===== config.mk =====
export PLATFORM = sky130hd
export DESIGN_NAME = wwt_top
export DESIGN_NICKNAME = d
export VERILOG_FILES = /design/src/core/wwt_pkg.sv /design/src/core/wwt_top.sv
export SDC_FILE = /design/constraint.sdc
export NUM_CORES = 1
export LEC_CHECK = 0
export BUFFER_PORTS_ARGS = -buffer_cell sky130_fd_sc_hd__buf_4
export CORE_ASPECT_RATIO = 1.1
export CORE_MARGIN = 3
export CORE_UTILIZATION = 53
export DETAILED_ROUTE_END_ITERATION = 8
export PLACE_DENSITY = 0.85
export SLEW_MARGIN = 20
export SYNTH_ARGS = -nofsm -noshare
export SYNTH_HDL_FRONTEND = slang
export SYNTH_SLANG_ARGS = --single-unit

===== constraint.sdc =====
create_clock -name aclk -period 2.5 [get_ports aclk]
set_input_delay 0.5 -clock aclk [delete_from_list [all_inputs] [get_ports aclk]]
set_output_delay 0.5 -clock aclk [all_outputs]
set_load 0.005 [all_outputs]

===== src/core/wwt_pkg.sv =====
package wwt_pkg;

  // register byte addresses
  localparam logic [3:0] MODE_OFS   = 4'h0;
  localparam logic [3:0] CMD_OFS    = 4'h4;
  localparam logic [3:0] PAIR_OFS   = 4'h8;
  localparam logic [3:0] STATUS_OFS = 4'hc;

  // mode register fields
  localparam int MODE_ENABLE_BIT = 7;
  localparam int MODE_PERIOD_LSB = 5;
  localparam int MODE_WARM_BIT   = 4;
  localparam int MODE_STBY_LSB   = 2;
  localparam int MODE_RLINK_BIT  = 1;
  localparam logic [7:0] MODE_RESET = 8'h80;

  // timer pair control field
  localparam int PAIR_QUICK_BIT = 0;

  // status register fields
  localparam int STAT_RUN_BIT   = 0;
  localparam int STAT_ALARM_BIT = 1;
  localparam int STAT_WARM_BIT  = 2;
  localparam int STAT_DONE_BIT  = 3;
  localparam int STAT_CNT_LSB   = 16;

  // command codes
  localparam logic [7:0] CMD_CLEAR   = 8'h4e;
  localparam logic [7:0] CMD_DISABLE = 8'hb1;

  // chain geometry
  localparam int PRE_STAGES  = 7;
  localparam int CNT_STAGES  = 15;
  localparam int TAP_BASE    = 8;
  localparam int TAP_STEP    = 2;
  localparam int WARM_SHORT  = 7;
  localparam int WARM_LONG   = 9;

  // alarm hold before self reset, in states (8 to 20 allowed)
  localparam int HOLD_STATES   = 12;
  localparam int CYC_PER_STATE = 1;
  localparam int HOLD_CYC      = HOLD_STATES * CYC_PER_STATE;

  localparam logic [1:0] RESP_OKAY   = 2'b00;
  localparam logic [1:0] RESP_SLVERR = 2'b10;

  typedef enum logic [2:0] {
    ST_IDLE  = 3'b001,
    ST_ALARM = 3'b010,
    ST_HOLD  = 3'b100
  } wwt_state_t;

  typedef struct packed {
    logic       enable;
    logic [1:0] period;
    logic       warm_sel;
    logic [1:0] standby;
    logic       rlink;
  } wwt_mode_t;

endpackage


===== src/core/wwt_top.sv =====
// Local design decisions: the register offsets and the AXI4-Lite slave port.
`timescale 1ns/1ps
// Function
// seven-stage prescaler feeding fifteen-stage counter, both on the system clock.
// counter offers overflow taps at divide by 2^15, 2^17, 2^19, 2^21.
// period codes 00..11 pick taps 2^15..2^21, timeout quadruples per step.
// two-bit detection period field, reset to 00.
// quick-count bit bypasses the seven-stage prescaler.
// software keeps quick-count at 0 while used as watchdog.
// overflow raises non-maskable interrupt and drives alarm output low.
// software clears the counter before timeout in normal operation.
// writing 4EH to command register clears counter, which then keeps counting.
// alarm stays low until watchdog disabled and 4EH written, then high.
// enable bit resets to 1, watchdog runs after reset.
// disable only by clearing enable bit then writing B1H.
// setting enable bit re-enables immediately, no code needed.
// reset-link bit, reset to 0, routes alarm into internal reset.
// with reset link, alarm held low 8 to 20 states then self reset.
// counter starts counting as soon as reset is released.
// counter halts in light idle and stop, counts in run and bus release.
// deep idle keeps counting but suppresses overflow interrupt.
// warm-up ends at stage 2^7 or 2^9 by warm-up select field.
// quick-count 1 gives a 2^7 warm-up count.
// shortened warm-up not selectable while watchdog operates.
module wwt_top #(
  parameter int PRE_W = wwt_pkg::PRE_STAGES,
  parameter int CNT_W = wwt_pkg::CNT_STAGES
) (
  input  wire logic        aclk,
  input  wire logic        aresetn,
  input  wire logic        ce,
  input  wire logic [3:0]  s_axi_awaddr,
  input  wire logic        s_axi_awvalid,
  output logic             s_axi_awready,
  input  wire logic [31:0] s_axi_wdata,
  input  wire logic [3:0]  s_axi_wstrb,
  input  wire logic        s_axi_wvalid,
  output logic             s_axi_wready,
  output logic [1:0]       s_axi_bresp,
  output logic             s_axi_bvalid,
  input  wire logic        s_axi_bready,
  input  wire logic [3:0]  s_axi_araddr,
  input  wire logic        s_axi_arvalid,
  output logic             s_axi_arready,
  output logic [31:0]      s_axi_rdata,
  output logic [1:0]       s_axi_rresp,
  output logic             s_axi_rvalid,
  input  wire logic        s_axi_rready,
  input  wire logic        light_idle_mode,
  input  wire logic        stop_mode,
  input  wire logic        deep_idle_mode,
  input  wire logic        warmup_start,
  output logic             warmup_done,
  output logic             guard_overflow_irq,
  output logic             runaway_alarm_out_n,
  output logic             chip_reset_req
);

  // 0 mode, 1 command, 2 timer pair, 3 status, 4 unmapped
  function automatic logic [2:0] reg_sel(input logic [3:0] a);
    if (a == wwt_pkg::MODE_OFS) begin
      reg_sel = 3'h0;
    end else if (a == wwt_pkg::CMD_OFS) begin
      reg_sel = 3'h1;
    end else if (a == wwt_pkg::PAIR_OFS) begin
      reg_sel = 3'h2;
    end else if (a == wwt_pkg::STATUS_OFS) begin
      reg_sel = 3'h3;
    end else begin
      reg_sel = 3'h4;
    end
  endfunction

  // bus slave state
  logic        awready_reg, awready_next;
  logic        wready_reg, wready_next;
  logic        aw_have_reg, aw_have_next;
  logic        w_have_reg, w_have_next;
  logic [3:0]  awaddr_reg, awaddr_next;
  logic [7:0]  wbyte_reg, wbyte_next;
  logic        wlane_reg, wlane_next;
  logic        bvalid_reg, bvalid_next;
  logic [1:0]  bresp_reg, bresp_next;
  logic        arready_reg, arready_next;
  logic        rvalid_reg, rvalid_next;
  logic [31:0] rdata_reg, rdata_next;
  logic [1:0]  rresp_reg, rresp_next;

  // core state
  wwt_pkg::wwt_mode_t  mode_reg, mode_next;
  logic                quick_reg, quick_next;
  logic                disarm_reg, disarm_next;
  logic [PRE_W-1:0]    pre_reg, pre_next;
  logic [CNT_W-1:0]    cnt_reg, cnt_next;
  wwt_pkg::wwt_state_t state_reg, state_next;
  logic [4:0]          hold_reg, hold_next;
  logic                warm_reg, warm_next;
  logic                wdone_reg, wdone_next;
  logic                wdone_flag_reg, wdone_flag_next;
  logic                irq_reg, irq_next;
  logic                alarm_n_reg, alarm_n_next;
  logic                rst_req_reg, rst_req_next;

  logic       wr_fire;
  logic [2:0] wr_sel;
  logic       wr_mode, wr_cmd, wr_pair;
  logic       guard_run, quick_eff, tick, count_en;
  logic       ovf, guard_event, warm_end;
  logic       cmd_clear, cmd_disable;
  logic [3:0] tap_full;
  logic [31:0] status_word;

  assign wr_fire = aw_have_reg & w_have_reg & ~bvalid_reg;
  assign wr_sel  = reg_sel(awaddr_reg);
  assign wr_mode = wr_fire & wlane_reg & (wr_sel == 3'h0);
  assign wr_cmd  = wr_fire & wlane_reg & (wr_sel == 3'h1);
  assign wr_pair = wr_fire & wlane_reg & (wr_sel == 3'h2);
  // command codes decoded once, used by disarm, clear and alarm release
  assign cmd_clear   = wr_cmd & (wbyte_reg == wwt_pkg::CMD_CLEAR);
  assign cmd_disable = wr_cmd & (wbyte_reg == wwt_pkg::CMD_DISABLE);

  always_comb begin
    awready_next = awready_reg;
    wready_next  = wready_reg;
    aw_have_next = aw_have_reg;
    w_have_next  = w_have_reg;
    awaddr_next  = awaddr_reg;
    wbyte_next   = wbyte_reg;
    wlane_next   = wlane_reg;
    bvalid_next  = bvalid_reg;
    bresp_next   = bresp_reg;
    arready_next = arready_reg;
    rvalid_next  = rvalid_reg;
    rdata_next   = rdata_reg;
    rresp_next   = rresp_reg;
    // address and data may arrive in either order
    if (s_axi_awvalid && awready_reg) begin
      aw_have_next = 1'b1;
      awaddr_next  = s_axi_awaddr;
    end
    if (s_axi_wvalid && wready_reg) begin
      w_have_next = 1'b1;
      wbyte_next  = s_axi_wdata[7:0];
      wlane_next  = s_axi_wstrb[0];
    end
    if (wr_fire) begin
      aw_have_next = 1'b0;
      w_have_next  = 1'b0;
      bvalid_next  = 1'b1;
      bresp_next   = (wr_sel == 3'h4) ? wwt_pkg::RESP_SLVERR : wwt_pkg::RESP_OKAY;
    end else if (bvalid_reg && s_axi_bready) begin
      bvalid_next = 1'b0;
    end
    // readies stay low while a response waits: one write in flight
    awready_next = ~aw_have_next & ~bvalid_next;
    wready_next  = ~w_have_next & ~bvalid_next;
    // unmapped reads answer with an error and zero data
    if (s_axi_arvalid && arready_reg) begin
      rvalid_next = 1'b1;
      rresp_next  = wwt_pkg::RESP_OKAY;
      if (reg_sel(s_axi_araddr) == 3'h0) begin
        rdata_next = {24'h000000, mode_reg, 1'b0};
      end else if (reg_sel(s_axi_araddr) == 3'h2) begin
        rdata_next = {31'h0, quick_reg};
      end else if (reg_sel(s_axi_araddr) == 3'h3) begin
        rdata_next = status_word;
      end else if (reg_sel(s_axi_araddr) == 3'h1) begin
        // command register is write only
        rdata_next = 32'h00000000;
      end else begin
        rdata_next = 32'h00000000;
        rresp_next = wwt_pkg::RESP_SLVERR;
      end
    end else if (rvalid_reg && s_axi_rready) begin
      rvalid_next = 1'b0;
    end
    arready_next = ~rvalid_next;
  end

  always_ff @(posedge aclk) begin
    if (!aresetn) begin
      awready_reg <= 1'b0;
      wready_reg  <= 1'b0;
      aw_have_reg <= 1'b0;
      w_have_reg  <= 1'b0;
      awaddr_reg  <= 4'h0;
      wbyte_reg   <= 8'h00;
      wlane_reg   <= 1'b0;
      bvalid_reg  <= 1'b0;
      bresp_reg   <= 2'h0;
      arready_reg <= 1'b0;
      rvalid_reg  <= 1'b0;
      rdata_reg   <= 32'h00000000;
      rresp_reg   <= 2'h0;
    end else if (ce) begin
      awready_reg <= awready_next;
      wready_reg  <= wready_next;
      aw_have_reg <= aw_have_next;
      w_have_reg  <= w_have_next;
      awaddr_reg  <= awaddr_next;
      wbyte_reg   <= wbyte_next;
      wlane_reg   <= wlane_next;
      bvalid_reg  <= bvalid_next;
      bresp_reg   <= bresp_next;
      arready_reg <= arready_next;
      rvalid_reg  <= rvalid_next;
      rdata_reg   <= rdata_next;
      rresp_reg   <= rresp_next;
    end
  end

  // one full-window flag per tap, code k watches 8+2k counter bits
  genvar gk;
  generate
    for (gk = 0; gk < 4; gk++) begin : g_tap
      assign tap_full[gk] = &cnt_reg[wwt_pkg::TAP_BASE + wwt_pkg::TAP_STEP*gk - 1:0];
    end
  endgenerate

  assign guard_run = ~disarm_reg;
  assign quick_eff = quick_reg & ~guard_run;
  assign tick      = quick_eff | (&pre_reg);
  // warm-up must run while leaving stop, otherwise halted in light idle and stop
  assign count_en  = warm_reg | ~(light_idle_mode | stop_mode);
  assign ovf       = count_en & tick & tap_full[mode_reg.period];
  assign guard_event = guard_run & ovf & ~deep_idle_mode;
  assign warm_end  = warm_reg & count_en & tick &
                     (quick_eff ? (&cnt_reg[wwt_pkg::WARM_SHORT-1:0]) :
                      mode_reg.warm_sel ? (&cnt_reg[wwt_pkg::WARM_LONG-1:0]) :
                                          (&cnt_reg[wwt_pkg::WARM_SHORT-1:0]));

  always_comb begin
    status_word = 32'h00000000;
    status_word[wwt_pkg::STAT_RUN_BIT]   = guard_run;
    status_word[wwt_pkg::STAT_ALARM_BIT] = ~alarm_n_reg;
    status_word[wwt_pkg::STAT_WARM_BIT]  = warm_reg;
    status_word[wwt_pkg::STAT_DONE_BIT]  = wdone_flag_reg;
    status_word[wwt_pkg::STAT_CNT_LSB +: CNT_W] = cnt_reg;
  end

  always_comb begin
    mode_next       = mode_reg;
    quick_next      = quick_reg;
    disarm_next     = disarm_reg;
    pre_next        = pre_reg;
    cnt_next        = cnt_reg;
    state_next      = state_reg;
    hold_next       = hold_reg;
    warm_next       = warm_reg;
    wdone_next      = 1'b0;
    wdone_flag_next = wdone_flag_reg;
    irq_next        = 1'b0;
    rst_req_next    = 1'b0;
    if (wr_mode) begin
      mode_next = wbyte_reg[7:1];
      // clearing enable alone never disarms; that needs the code too
      if (wbyte_reg[wwt_pkg::MODE_ENABLE_BIT]) begin
        disarm_next = 1'b0;
      end
    end
    if (wr_pair) begin
      quick_next = wbyte_reg[wwt_pkg::PAIR_QUICK_BIT];
    end
    // code only counts when enable was already clear beforehand
    if (cmd_disable && !mode_reg.enable) begin
      disarm_next = 1'b1;
    end
    if (count_en) begin
      if (quick_eff) begin
        pre_next = '0;
      end else begin
        pre_next = pre_reg + 1'b1;
      end
      if (tick) begin
        cnt_next = cnt_reg + 1'b1;
      end
    end
    if (cmd_clear) begin
      pre_next = '0;
      cnt_next = '0;
    end
    if (warmup_start) begin
      pre_next  = '0;
      cnt_next  = '0;
      warm_next = 1'b1;
    end else if (warm_end) begin
      warm_next       = 1'b0;
      wdone_next      = 1'b1;
      wdone_flag_next = 1'b1;
    end
    // a finishing warm-up beats the clearing mode write
    if (wr_mode && !warm_end) begin
      wdone_flag_next = 1'b0;
    end
    case (state_reg)
      wwt_pkg::ST_IDLE: begin
        if (guard_event) begin
          irq_next = 1'b1;
          if (mode_reg.rlink) begin
            state_next = wwt_pkg::ST_HOLD;
            hold_next  = 5'd0;
          end else begin
            state_next = wwt_pkg::ST_ALARM;
          end
        end
      end
      wwt_pkg::ST_ALARM: begin
        if (guard_event) begin
          irq_next = 1'b1;
        end else if (cmd_clear && !guard_run) begin
          state_next = wwt_pkg::ST_IDLE;
        end
      end
      wwt_pkg::ST_HOLD: begin
        // request repeats until the self reset lands, which is harmless
        if (hold_reg == 5'(wwt_pkg::HOLD_CYC - 1)) begin
          rst_req_next = 1'b1;
        end else begin
          hold_next = hold_reg + 5'd1;
        end
      end
      default: begin
        state_next = wwt_pkg::ST_IDLE;
      end
    endcase
    alarm_n_next = (state_next == wwt_pkg::ST_IDLE);
  end

  // self reset returns the core registers to their power-on state one cycle after the request; the bus slave registers keep their state
  always_ff @(posedge aclk) begin
    if (!aresetn || (ce && rst_req_reg)) begin
      mode_reg       <= wwt_pkg::MODE_RESET[7:1];
      quick_reg      <= 1'b0;
      disarm_reg     <= 1'b0;
      pre_reg        <= '0;
      cnt_reg        <= '0;
      state_reg      <= wwt_pkg::ST_IDLE;
      hold_reg       <= 5'd0;
      warm_reg       <= 1'b0;
      wdone_reg      <= 1'b0;
      wdone_flag_reg <= 1'b0;
      irq_reg        <= 1'b0;
      alarm_n_reg    <= 1'b1;
      rst_req_reg    <= 1'b0;
    end else if (ce) begin
      mode_reg       <= mode_next;
      quick_reg      <= quick_next;
      disarm_reg     <= disarm_next;
      pre_reg        <= pre_next;
      cnt_reg        <= cnt_next;
      state_reg      <= state_next;
      hold_reg       <= hold_next;
      warm_reg       <= warm_next;
      wdone_reg      <= wdone_next;
      wdone_flag_reg <= wdone_flag_next;
      irq_reg        <= irq_next;
      alarm_n_reg    <= alarm_n_next;
      rst_req_reg    <= rst_req_next;
    end
  end

  assign s_axi_awready       = awready_reg;
  assign s_axi_wready        = wready_reg;
  assign s_axi_bvalid        = bvalid_reg;
  assign s_axi_bresp         = bresp_reg;
  assign s_axi_arready       = arready_reg;
  assign s_axi_rvalid        = rvalid_reg;
  assign s_axi_rdata         = rdata_reg;
  assign s_axi_rresp         = rresp_reg;
  assign warmup_done         = wdone_reg;
  assign guard_overflow_irq  = irq_reg;
  assign runaway_alarm_out_n = alarm_n_reg;
  assign chip_reset_req      = rst_req_reg;

endmodule


==> out/qor.csv, run 1 <==
stage,metric,value,unit
global_routing,total overflow reported by the global router,0,
sta,transition time of the tightest slew-check pin,638,ps
synthesis,area of the mapped netlist,0.00415,sq mm
pwr,register share of total power,56.7,%
global_routing,most congested layer reported by global routing,met2,
die,Std-Cell Core Area,0.00751,sq mm
sta,max-slew violation count,0,
clock_network,TritonCTS Buffers,9,
synthesis,post-synth top area share,43.4,%
worst_hold_path,hold-critical path depth,3,
sta,count of endpoints failing hold in the final timing report,0,
synthesis,Synth area leader,sky130_fd_sc_hd__dfxtp_1,
finish,flip-flop count of the largest register after layout,23,
detailed_routing,DRT antenna net count,0,
sta,setup repair after global routing missed its margin,false,
pwr,power density of the placed cells,524,mW/mm^2
clock_network,count of clock tree sinks,90,
sta,Setup Skew,11.6,ps
critical_path,Reg2Reg Capture Point,warm_reg$_SDFFE_PP0P_,
detailed_routing,post-detailed-route via-to-cell ratio,5.98,
die,width of the die,90.4,um
synthesis,sequential cell area fraction in the yosys report,43.4,%
critical_path,startpoint type of the worst setup path,flip-flop,
synthesis,count of flip-flops with a built-in enable after synthesis,0,
synthesis,post-synthesis cell type count,64,
placement,number of buffers inserted by port buffering,62,
sta,highest achievable clock rate,451,MHz
clock_network,post-cts sizing count,0,
global_routing,global-route wire length before repair,16800,um
detailed_routing,per-cell routed wire length,15.8,um
placement,cell count after placement,628,
finish,"Non-Filler Cell Area, Final",0.00494,sq mm
critical_path,origin of the critical flop-to-flop path,cnt_reg[0]$_SDFFE_PP0P_,
global_routing,fraction of met3 tracks used by global routing,5.34,%
sta,number of endpoints failing setup at the final stage,0,
pwr,peak supply drop,0.000469,V
pwr,overall power,2.59,mW
critical_path,register-to-register setup slack,280,ps
synthesis,"count leader, synth",sky130_fd_sc_hd__dfxtp_1,
clock_network,Worst-path clk slew,90,ps
pwr,cell internal power dissipation,1.95,mW
die,number of core rows,33,
clock_network,later-pin clock latency in the skew report,360,ps
sta,post-route setup TNS,0,ps
detailed_routing,Via Count,3854,
detailed_routing,detailed-routing iteration count for the pre-antenna-repair pass,7,
pwr,Clk pwr share,36.3,%
synthesis,number of warnings printed during yosys synthesis,0,
worst_hold_path,capture endpoint of the worst hold path,wbyte_reg[4]$_SDFFE_PN0P_,
finish,layout filler cell count,624,
pwr,static leakage,1.82,nW
die,boundary pin count,101,
worst_hold_path,HP Start,s_axi_wdata[4],
finish,Synth-to-Final Area Change,19.0,%
critical_path,arrival time of the worst setup path,2480,ps
critical_path,WS Path Type,flip-flop to flip-flop,
pwr,switching share of power,24.6,%
placement,area of placed instances,0.00475,sq mm
sta,final critical-path required period,2220,ps
clock_network,H-tree level count,3,
die,floorplan die area,0.00893,sq mm
worst_hold_path,kind of path behind the tightest hold check,input port to flip-flop,
outcome,result of the run,completed,
detailed_routing,DRC,0,
synthesis,Avg Synthesized Cell Area,8.87,sq um
sta,final worst path period share,88.8,%
critical_path,depth of the most critical reg-to-reg path,10,
synthesis,most used standard cells in the synthesized netlist,"sky130_fd_sc_hd__dfxtp_1, sky130_fd_sc_hd__nand2_1, sky130_fd_sc_hd__nor2b_1",
flow_run,Max-Cap Viols,0,
die,initial core utilization,55.2,%
global_routing,global-route met2 utilization,40.1,%
global_routing,total global-route track usage,22.8,%
clock_network,Post-CTS Setup Bufs,0,
finish,core utilization of the finished layout,65.7,%
detailed_routing,number of DRC markers in iteration 0,320,
critical_path,maximum fanout along the worst path,6,
sta,Final Worst Setup Slack,281,ps
finish,ANT cells,0,
clock_network,clock tree from TritonCTS,built,
detailed_routing,total detailed-routing wirelength,10200,um
sta,relative max-transition margin,57.3,%
synthesis,most instantiated flip-flop cell in the synthesis netlist,sky130_fd_sc_hd__dfxtp_1,
pwr,combinational fraction of design power,7.1,%
placement,final HPWL from detailed placement,7370,um
finish,Post-Layout Cell Count,644,
finish,fraction of final layout cells with drive strength greater than 1,21.0,%
synthesis,"FF+latch count, synth",90,
global_routing,pin count of the biggest net entering global routing,46,
sta,Worst Hold Margin,386,ps
global_routing,Global Route met1 Usage,27.4,%
pwr,sw power,0.637,mW
finish,total number of nets in the final design,594,
placement,final estimated routing congestion in global placement,0.942,
clock_network,Clock Tree Root,sky130_fd_sc_hd__clkbuf_8,
die,Die Y,98.8,um
global_routing,initial antenna violation count,0,
critical_path,Worst EP required,2760,ps
critical_path,critical path capture point type,flip-flop,
global_routing,number of global-route vias before repair,3670,
clock_network,number of buffers on the longest clock path,2,
synthesis,fraction of registers with async set or reset after synthesis,0,%
synthesis,top cells by area in the synthesized netlist,"sky130_fd_sc_hd__dfxtp_1, sky130_fd_sc_hd__nor2b_1, sky130_fd_sc_hd__nand2_1",
placement,Placement Setup Slack,272,ps
synthesis,cell count after synthesis,468,
clock_network,hold-fix buffer count after cts,0,
## power groups by stage
| stage | Combinational, mW | Sequential [mW] | Clock (mW) |
|---|---|---|---|
| after floorplan | 0.113 | 1.50 | 0 |
| after global placement | 0.174 | 1.50 | 0 |
| after detailed placement | 0.179 | 1.50 | 0 |
| after CTS | 0.180 | 1.47 | 0.949 |
| after global routing | 0.202 | 1.47 | 1.01 |
| final | 0.183 | 1.47 | 0.939 |
## how the worst max path moves through the flow
| stage | from | endpoint | slack [ps] |
|---|---|---|---|
| 2_1_floorplan | cnt_reg[0]$_SDFFE_PP0P_ | warm_reg$_SDFFE_PP0P_ | 500 |
| 3_3_place_gp | cnt_reg[0]$_SDFFE_PP0P_ | warm_reg$_SDFFE_PP0P_ | 340 |
| 3_5_place_dp | cnt_reg[0]$_SDFFE_PP0P_ | warm_reg$_SDFFE_PP0P_ | 270 |
| 4_1_cts | cnt_reg[0]$_SDFFE_PP0P_ | warm_reg$_SDFFE_PP0P_ | 240 |
| 5_1_grt | cnt_reg[4]$_SDFFE_PP0P_ | warm_reg$_SDFFE_PP0P_ | 30 |
| 6_report | cnt_reg[0]$_SDFFE_PP0P_ | warm_reg$_SDFFE_PP0P_ | 280 |
## worst max-delay path, cell delays in order, from the launching register on
cell and delay [ps]:
sky130_fd_sc_hd__dfxtp_2 390, sky130_fd_sc_hd__ha_1 220, sky130_fd_sc_hd__and3_1 190, sky130_fd_sc_hd__nand3_1 120
sky130_fd_sc_hd__inv_1 130, sky130_fd_sc_hd__ha_1 180, sky130_fd_sc_hd__a21boi_0 210, sky130_fd_sc_hd__nand4_1 120
sky130_fd_sc_hd__o211ai_1 170, sky130_fd_sc_hd__nand3_1 140, sky130_fd_sc_hd__a31o_2 250
## metal layers
layer,wire (um),vias to the layer above
met2,5180,160
li1,-,1841
met5,0,-
met1,4180,1832
met3,607,21
met4,187,0
## final cells by class
cell class	instances	area, sq um	area share [%]
repair buffers	78	598	12.1
well taps	105	131	2.66
inverters	8	30.0	0.608
clock buffers	11	151	3.06
clock inverters	5	36.3	0.735
flip-flops and latches	90	1800	36.5
multi-input cells	347	2190	44.3
## kinds of logic after synthesis
kind of cell / Yosys count / share of synthesized area, %
other: 1 / 0.0904
AND/OR/NAND/NOR: 196 / 26.7
flip-flops: 90 / 43.4
XOR/XNOR: 6 / 1.27
buffers and inverters: 41 / 4.76
AO/OA/AOI/OAI: 116 / 19.2
multiplexers: 14 / 3.38
adder cells (fa/ha/maj): 4 / 1.21
## cell usage in the layout (no fill, tap or decap), types with 3 or more instances in the layout
cell type                  instances
sky130_fd_sc_hd__o211ai_1          4
sky130_fd_sc_hd__or4_1             7
sky130_fd_sc_hd__nand4_1          14
sky130_fd_sc_hd__o31ai_1           6
sky130_fd_sc_hd__nand3b_1          3
sky130_fd_sc_hd__dfxtp_1          88
sky130_fd_sc_hd__o21ai_0          16
sky130_fd_sc_hd__a31oi_1           3
sky130_fd_sc_hd__nor2b_1          31
sky130_fd_sc_hd__nand3_1          20
sky130_fd_sc_hd__xnor2_1           3
sky130_fd_sc_hd__nor3_1           10
sky130_fd_sc_hd__nor2_1           20
sky130_fd_sc_hd__xor2_1            3
sky130_fd_sc_hd__mux2i_1          14
sky130_fd_sc_hd__ha_1              4
sky130_fd_sc_hd__and3_1            8
sky130_fd_sc_hd__nand2b_1          4
sky130_fd_sc_hd__conb_1           11
sky130_fd_sc_hd__a22oi_1          20
sky130_fd_sc_hd__a21oi_1          26
sky130_fd_sc_hd__buf_4            77
sky130_fd_sc_hd__or3_1             7
sky130_fd_sc_hd__clkbuf_8         11
sky130_fd_sc_hd__o22ai_1           4
sky130_fd_sc_hd__inv_1             8
sky130_fd_sc_hd__a21boi_0         12
sky130_fd_sc_hd__a211oi_1          3
sky130_fd_sc_hd__nand4b_1          3
sky130_fd_sc_hd__nand2_1          49
sky130_fd_sc_hd__and2_1            3
(Power assumes the default switching activity.)
==> inputs of run 2 (changes only) <==
--- a/config.mk
+++ b/config.mk
@@ -8,9 +8,9 @@
 export BUFFER_PORTS_ARGS = -buffer_cell sky130_fd_sc_hd__buf_4
 export CORE_ASPECT_RATIO = 1.1
 export CORE_MARGIN = 3
-export CORE_UTILIZATION = 53
+export CORE_UTILIZATION = 48
 export DETAILED_ROUTE_END_ITERATION = 8
-export PLACE_DENSITY = 0.85
+export PLACE_DENSITY = 0.82
 export SLEW_MARGIN = 20
 export SYNTH_ARGS = -nofsm -noshare
 export SYNTH_HDL_FRONTEND = slang
==> constraint.sdc (replaced) <==
create_clock -name aclk -period 1.95 [get_ports aclk]
set_input_delay 0.39 -clock aclk [delete_from_list [all_inputs] [get_ports aclk]]
set_output_delay 0.39 -clock aclk [all_outputs]
set_load 0.005 [all_outputs]
==> run 2 against run 1 <==
Combinational power is 50% higher. Global-route usage increased by 0.59 points. Cell count is 8.1% higher. Via count grew 4.6%. Critical path type unchanged.
==> out/qor.csv, run 2 (synthesized netlist as in run 1, its figures left out) <==
stage,metric,value,unit
clock_network,Clock Tree Root,sky130_fd_sc_hd__clkbuf_8,
clock_network,H-tree level count,3,
sta,Setup Skew,4.24,ps
finish,Synth-to-Final Area Change,29.9,%
finish,layout filler cell count,650,
die,Std-Cell Core Area,0.00817,sq mm
global_routing,total overflow reported by the global router,0,
die,Die Y,104,um
critical_path,register-to-register setup slack,30,ps
detailed_routing,detailed-routing iteration count for the pre-antenna-repair pass,5,
placement,final HPWL from detailed placement,8290,um
critical_path,origin of the critical flop-to-flop path,wlane_reg$_SDFFE_PN0P_,
die,boundary pin count,101,
clock_network,hold-fix buffer count after cts,0,
critical_path,critical path capture point type,flip-flop,
finish,core utilization of the finished layout,66.0,%
finish,area used by sequential logic in the layout,0.00181,sq mm
sta,number of endpoints failing setup at the final stage,0,
sta,setup repair after global routing missed its margin,true,
finish,"most common cell after layout, fill and taps aside",sky130_fd_sc_hd__buf_4,
critical_path,cell with the largest stage delay on the worst path,sky130_fd_sc_hd__or3b_4,
detailed_routing,Via Count,4031,
global_routing,global-route wire length before repair,18600,um
clock_network,number of buffers on the longest clock path,2,
critical_path,Reg2Reg Capture Point,cnt_reg[12]$_SDFFE_PP0P_,
critical_path,depth of the most critical reg-to-reg path,7,
critical_path,endpoint of the worst setup timing path,cnt_reg[12]$_SDFFE_PP0P_,
finish,ANT cells,0,
critical_path,Worst EP required,2200,ps
sta,relative max-transition margin,61.5,%
global_routing,total global-route track usage,23.4,%
detailed_routing,total detailed-routing wirelength,11500,um
detailed_routing,per-cell routed wire length,16.5,um
finish,total area of multi-input combinational cells,0.00229,sq mm
sta,final critical-path required period,1920,ps
critical_path,Setup crit start,wlane_reg$_SDFFE_PN0P_,
finish,Post-Layout Cell Count,696,
die,number of core rows,34,
clock_network,later-pin clock latency in the skew report,360,ps
sta,max-slew violation count,0,
detailed_routing,number of DRC markers in iteration 0,398,
finish,fraction of final layout cells with drive strength greater than 1,30.4,%
sta,transition time of the tightest slew-check pin,577,ps
clock_network,clock tree from TritonCTS,built,
finish,"commonest cells after routing, fill and taps aside","sky130_fd_sc_hd__buf_4, sky130_fd_sc_hd__dfxtp_1, sky130_fd_sc_hd__nand2_1",
placement,cell count after placement,672,
placement,final estimated routing congestion in global placement,0.899,
die,width of the die,94.7,um
critical_path,gate family responsible for the most delay along the worst path,simple AND/OR/NAND/NOR gates,
clock_network,count of clock tree sinks,90,
outcome,result of the run,completed,
pwr,static leakage,2.05,nW
sta,post-route setup TNS,0,ps
sta,highest achievable clock rate,520,MHz
detailed_routing,DRT antenna net count,0,
finish,total number of nets in the final design,643,
detailed_routing,DRC,0,
placement,area of placed instances,0.00506,sq mm
die,initial core utilization,50.8,%
flow_run,Max-Cap Viols,0,
critical_path,WS Path Type,flip-flop to flip-flop,
detailed_routing,post-detailed-route via-to-cell ratio,5.79,
critical_path,arrival time of the worst setup path,2170,ps
critical_path,cell-by-cell trace of the critical path,"or3b_4, nor4_4, buf_4, a221oi_4, buf_6, o31ai_1, a21oi_2",
critical_path,maximum fanout along the worst path,6,
die,floorplan die area,0.00980,sq mm
global_routing,pin count of the biggest net entering global routing,46,
pwr,peak supply drop,0.000489,V
critical_path,delay of the slowest cell on the worst path,410,ps
worst_hold_path,kind of path behind the tightest hold check,input port to flip-flop,
pwr,overall power,3.29,mW
clock_network,TritonCTS Buffers,9,
global_routing,number of global-route vias before repair,3947,
pwr,power density of the placed cells,610,mW/mm^2
critical_path,startpoint type of the worst setup path,flip-flop,
global_routing,initial antenna violation count,0,
critical_path,Crit path depth,7,
critical_path,count of buffer and inverter cells on the critical path,2,
sta,final worst path period share,98.5,%
sta,count of endpoints failing hold in the final timing report,0,
placement,number of buffers inserted by port buffering,62,
clock_network,Worst-path clk slew,90,ps
finish,"Non-Filler Cell Area, Final",0.00539,sq mm
finish,flip-flop count of the largest register after layout,23,
## run 2: cell types whose count changed in the layout (fill, tap and decap cells not counted), sizes merged
cell,previous run,this run
buf,78,127
clkbuf,11,10
clkinvlp,0,2
inv,10,9
## run 2: timing repair
item                                    in CTS  in global routing
setup buffers                                5                  3
endpoints found under the setup margin      17                 27
hold endpoints to repair                     0                  0
pin swaps                                    7                 14
gates resized for setup                      4                 22
## run 2: area by class of cell
class	instances	share of cell area (%)
multi-input combinational	347	42.4
sequential	90	33.5
timing repair buffer	127	17.7
tap	108	2.51
clock buffer	10	2.37
clock inverter	6	0.789
inverter	8	0.603
## run 2: per-stage QoR
stage	hold slack (ps)	setup slack (ps)
final	281	28.5
after global routing	303	-94.6
after CTS	280	-8.32
after detailed placement	471	-107
after global placement	460	-25.2
after floorplan	438	4.57
## run 2: worst reg2reg max path, stage by stage, from the launching register on
cell and delay [ps]:
sky130_fd_sc_hd__dfxtp_1 350, sky130_fd_sc_hd__or3b_4 410, sky130_fd_sc_hd__nor4_4 150, sky130_fd_sc_hd__buf_4 200
sky130_fd_sc_hd__a221oi_4 110, sky130_fd_sc_hd__buf_6 150, sky130_fd_sc_hd__o31ai_1 360, sky130_fd_sc_hd__a21oi_2 80
## run 2: routing by layer
layer,wire length [um],global-route usage (%),up-vias
li1,-,-,1924
met1,4720,29.3,1918
met2,5780,39.0,161
met3,708,3.99,28
met4,296,9.59,0
met5,0,0,-
## run 2: power by group
group	internal [mW]	total [mW]	switching, mW
clock network	0.466	1.14	0.676
registers	1.86	1.88	0.0190
logic	0.129	0.274	0.144
## run 2: worst min-delay path by stage
stage	from	endpoint	cells after the start
after global routing	s_axi_awaddr[0]	awaddr_reg[0]$_SDFFE_PN0P_	3
after CTS	s_axi_awaddr[0]	awaddr_reg[0]$_SDFFE_PN0P_	3
after detailed placement	wdone_flag_reg$_SDFFE_PP0P_	wdone_flag_reg$_SDFFE_PP0P_	2
after floorplan	wdone_flag_reg$_SDFFE_PP0P_	wdone_flag_reg$_SDFFE_PP0P_	2
final	s_axi_wdata[0]	wbyte_reg[0]$_SDFFE_PN0P_	3
after global placement	wlane_reg$_SDFFE_PN0P_	wlane_reg$_SDFFE_PN0P_	2
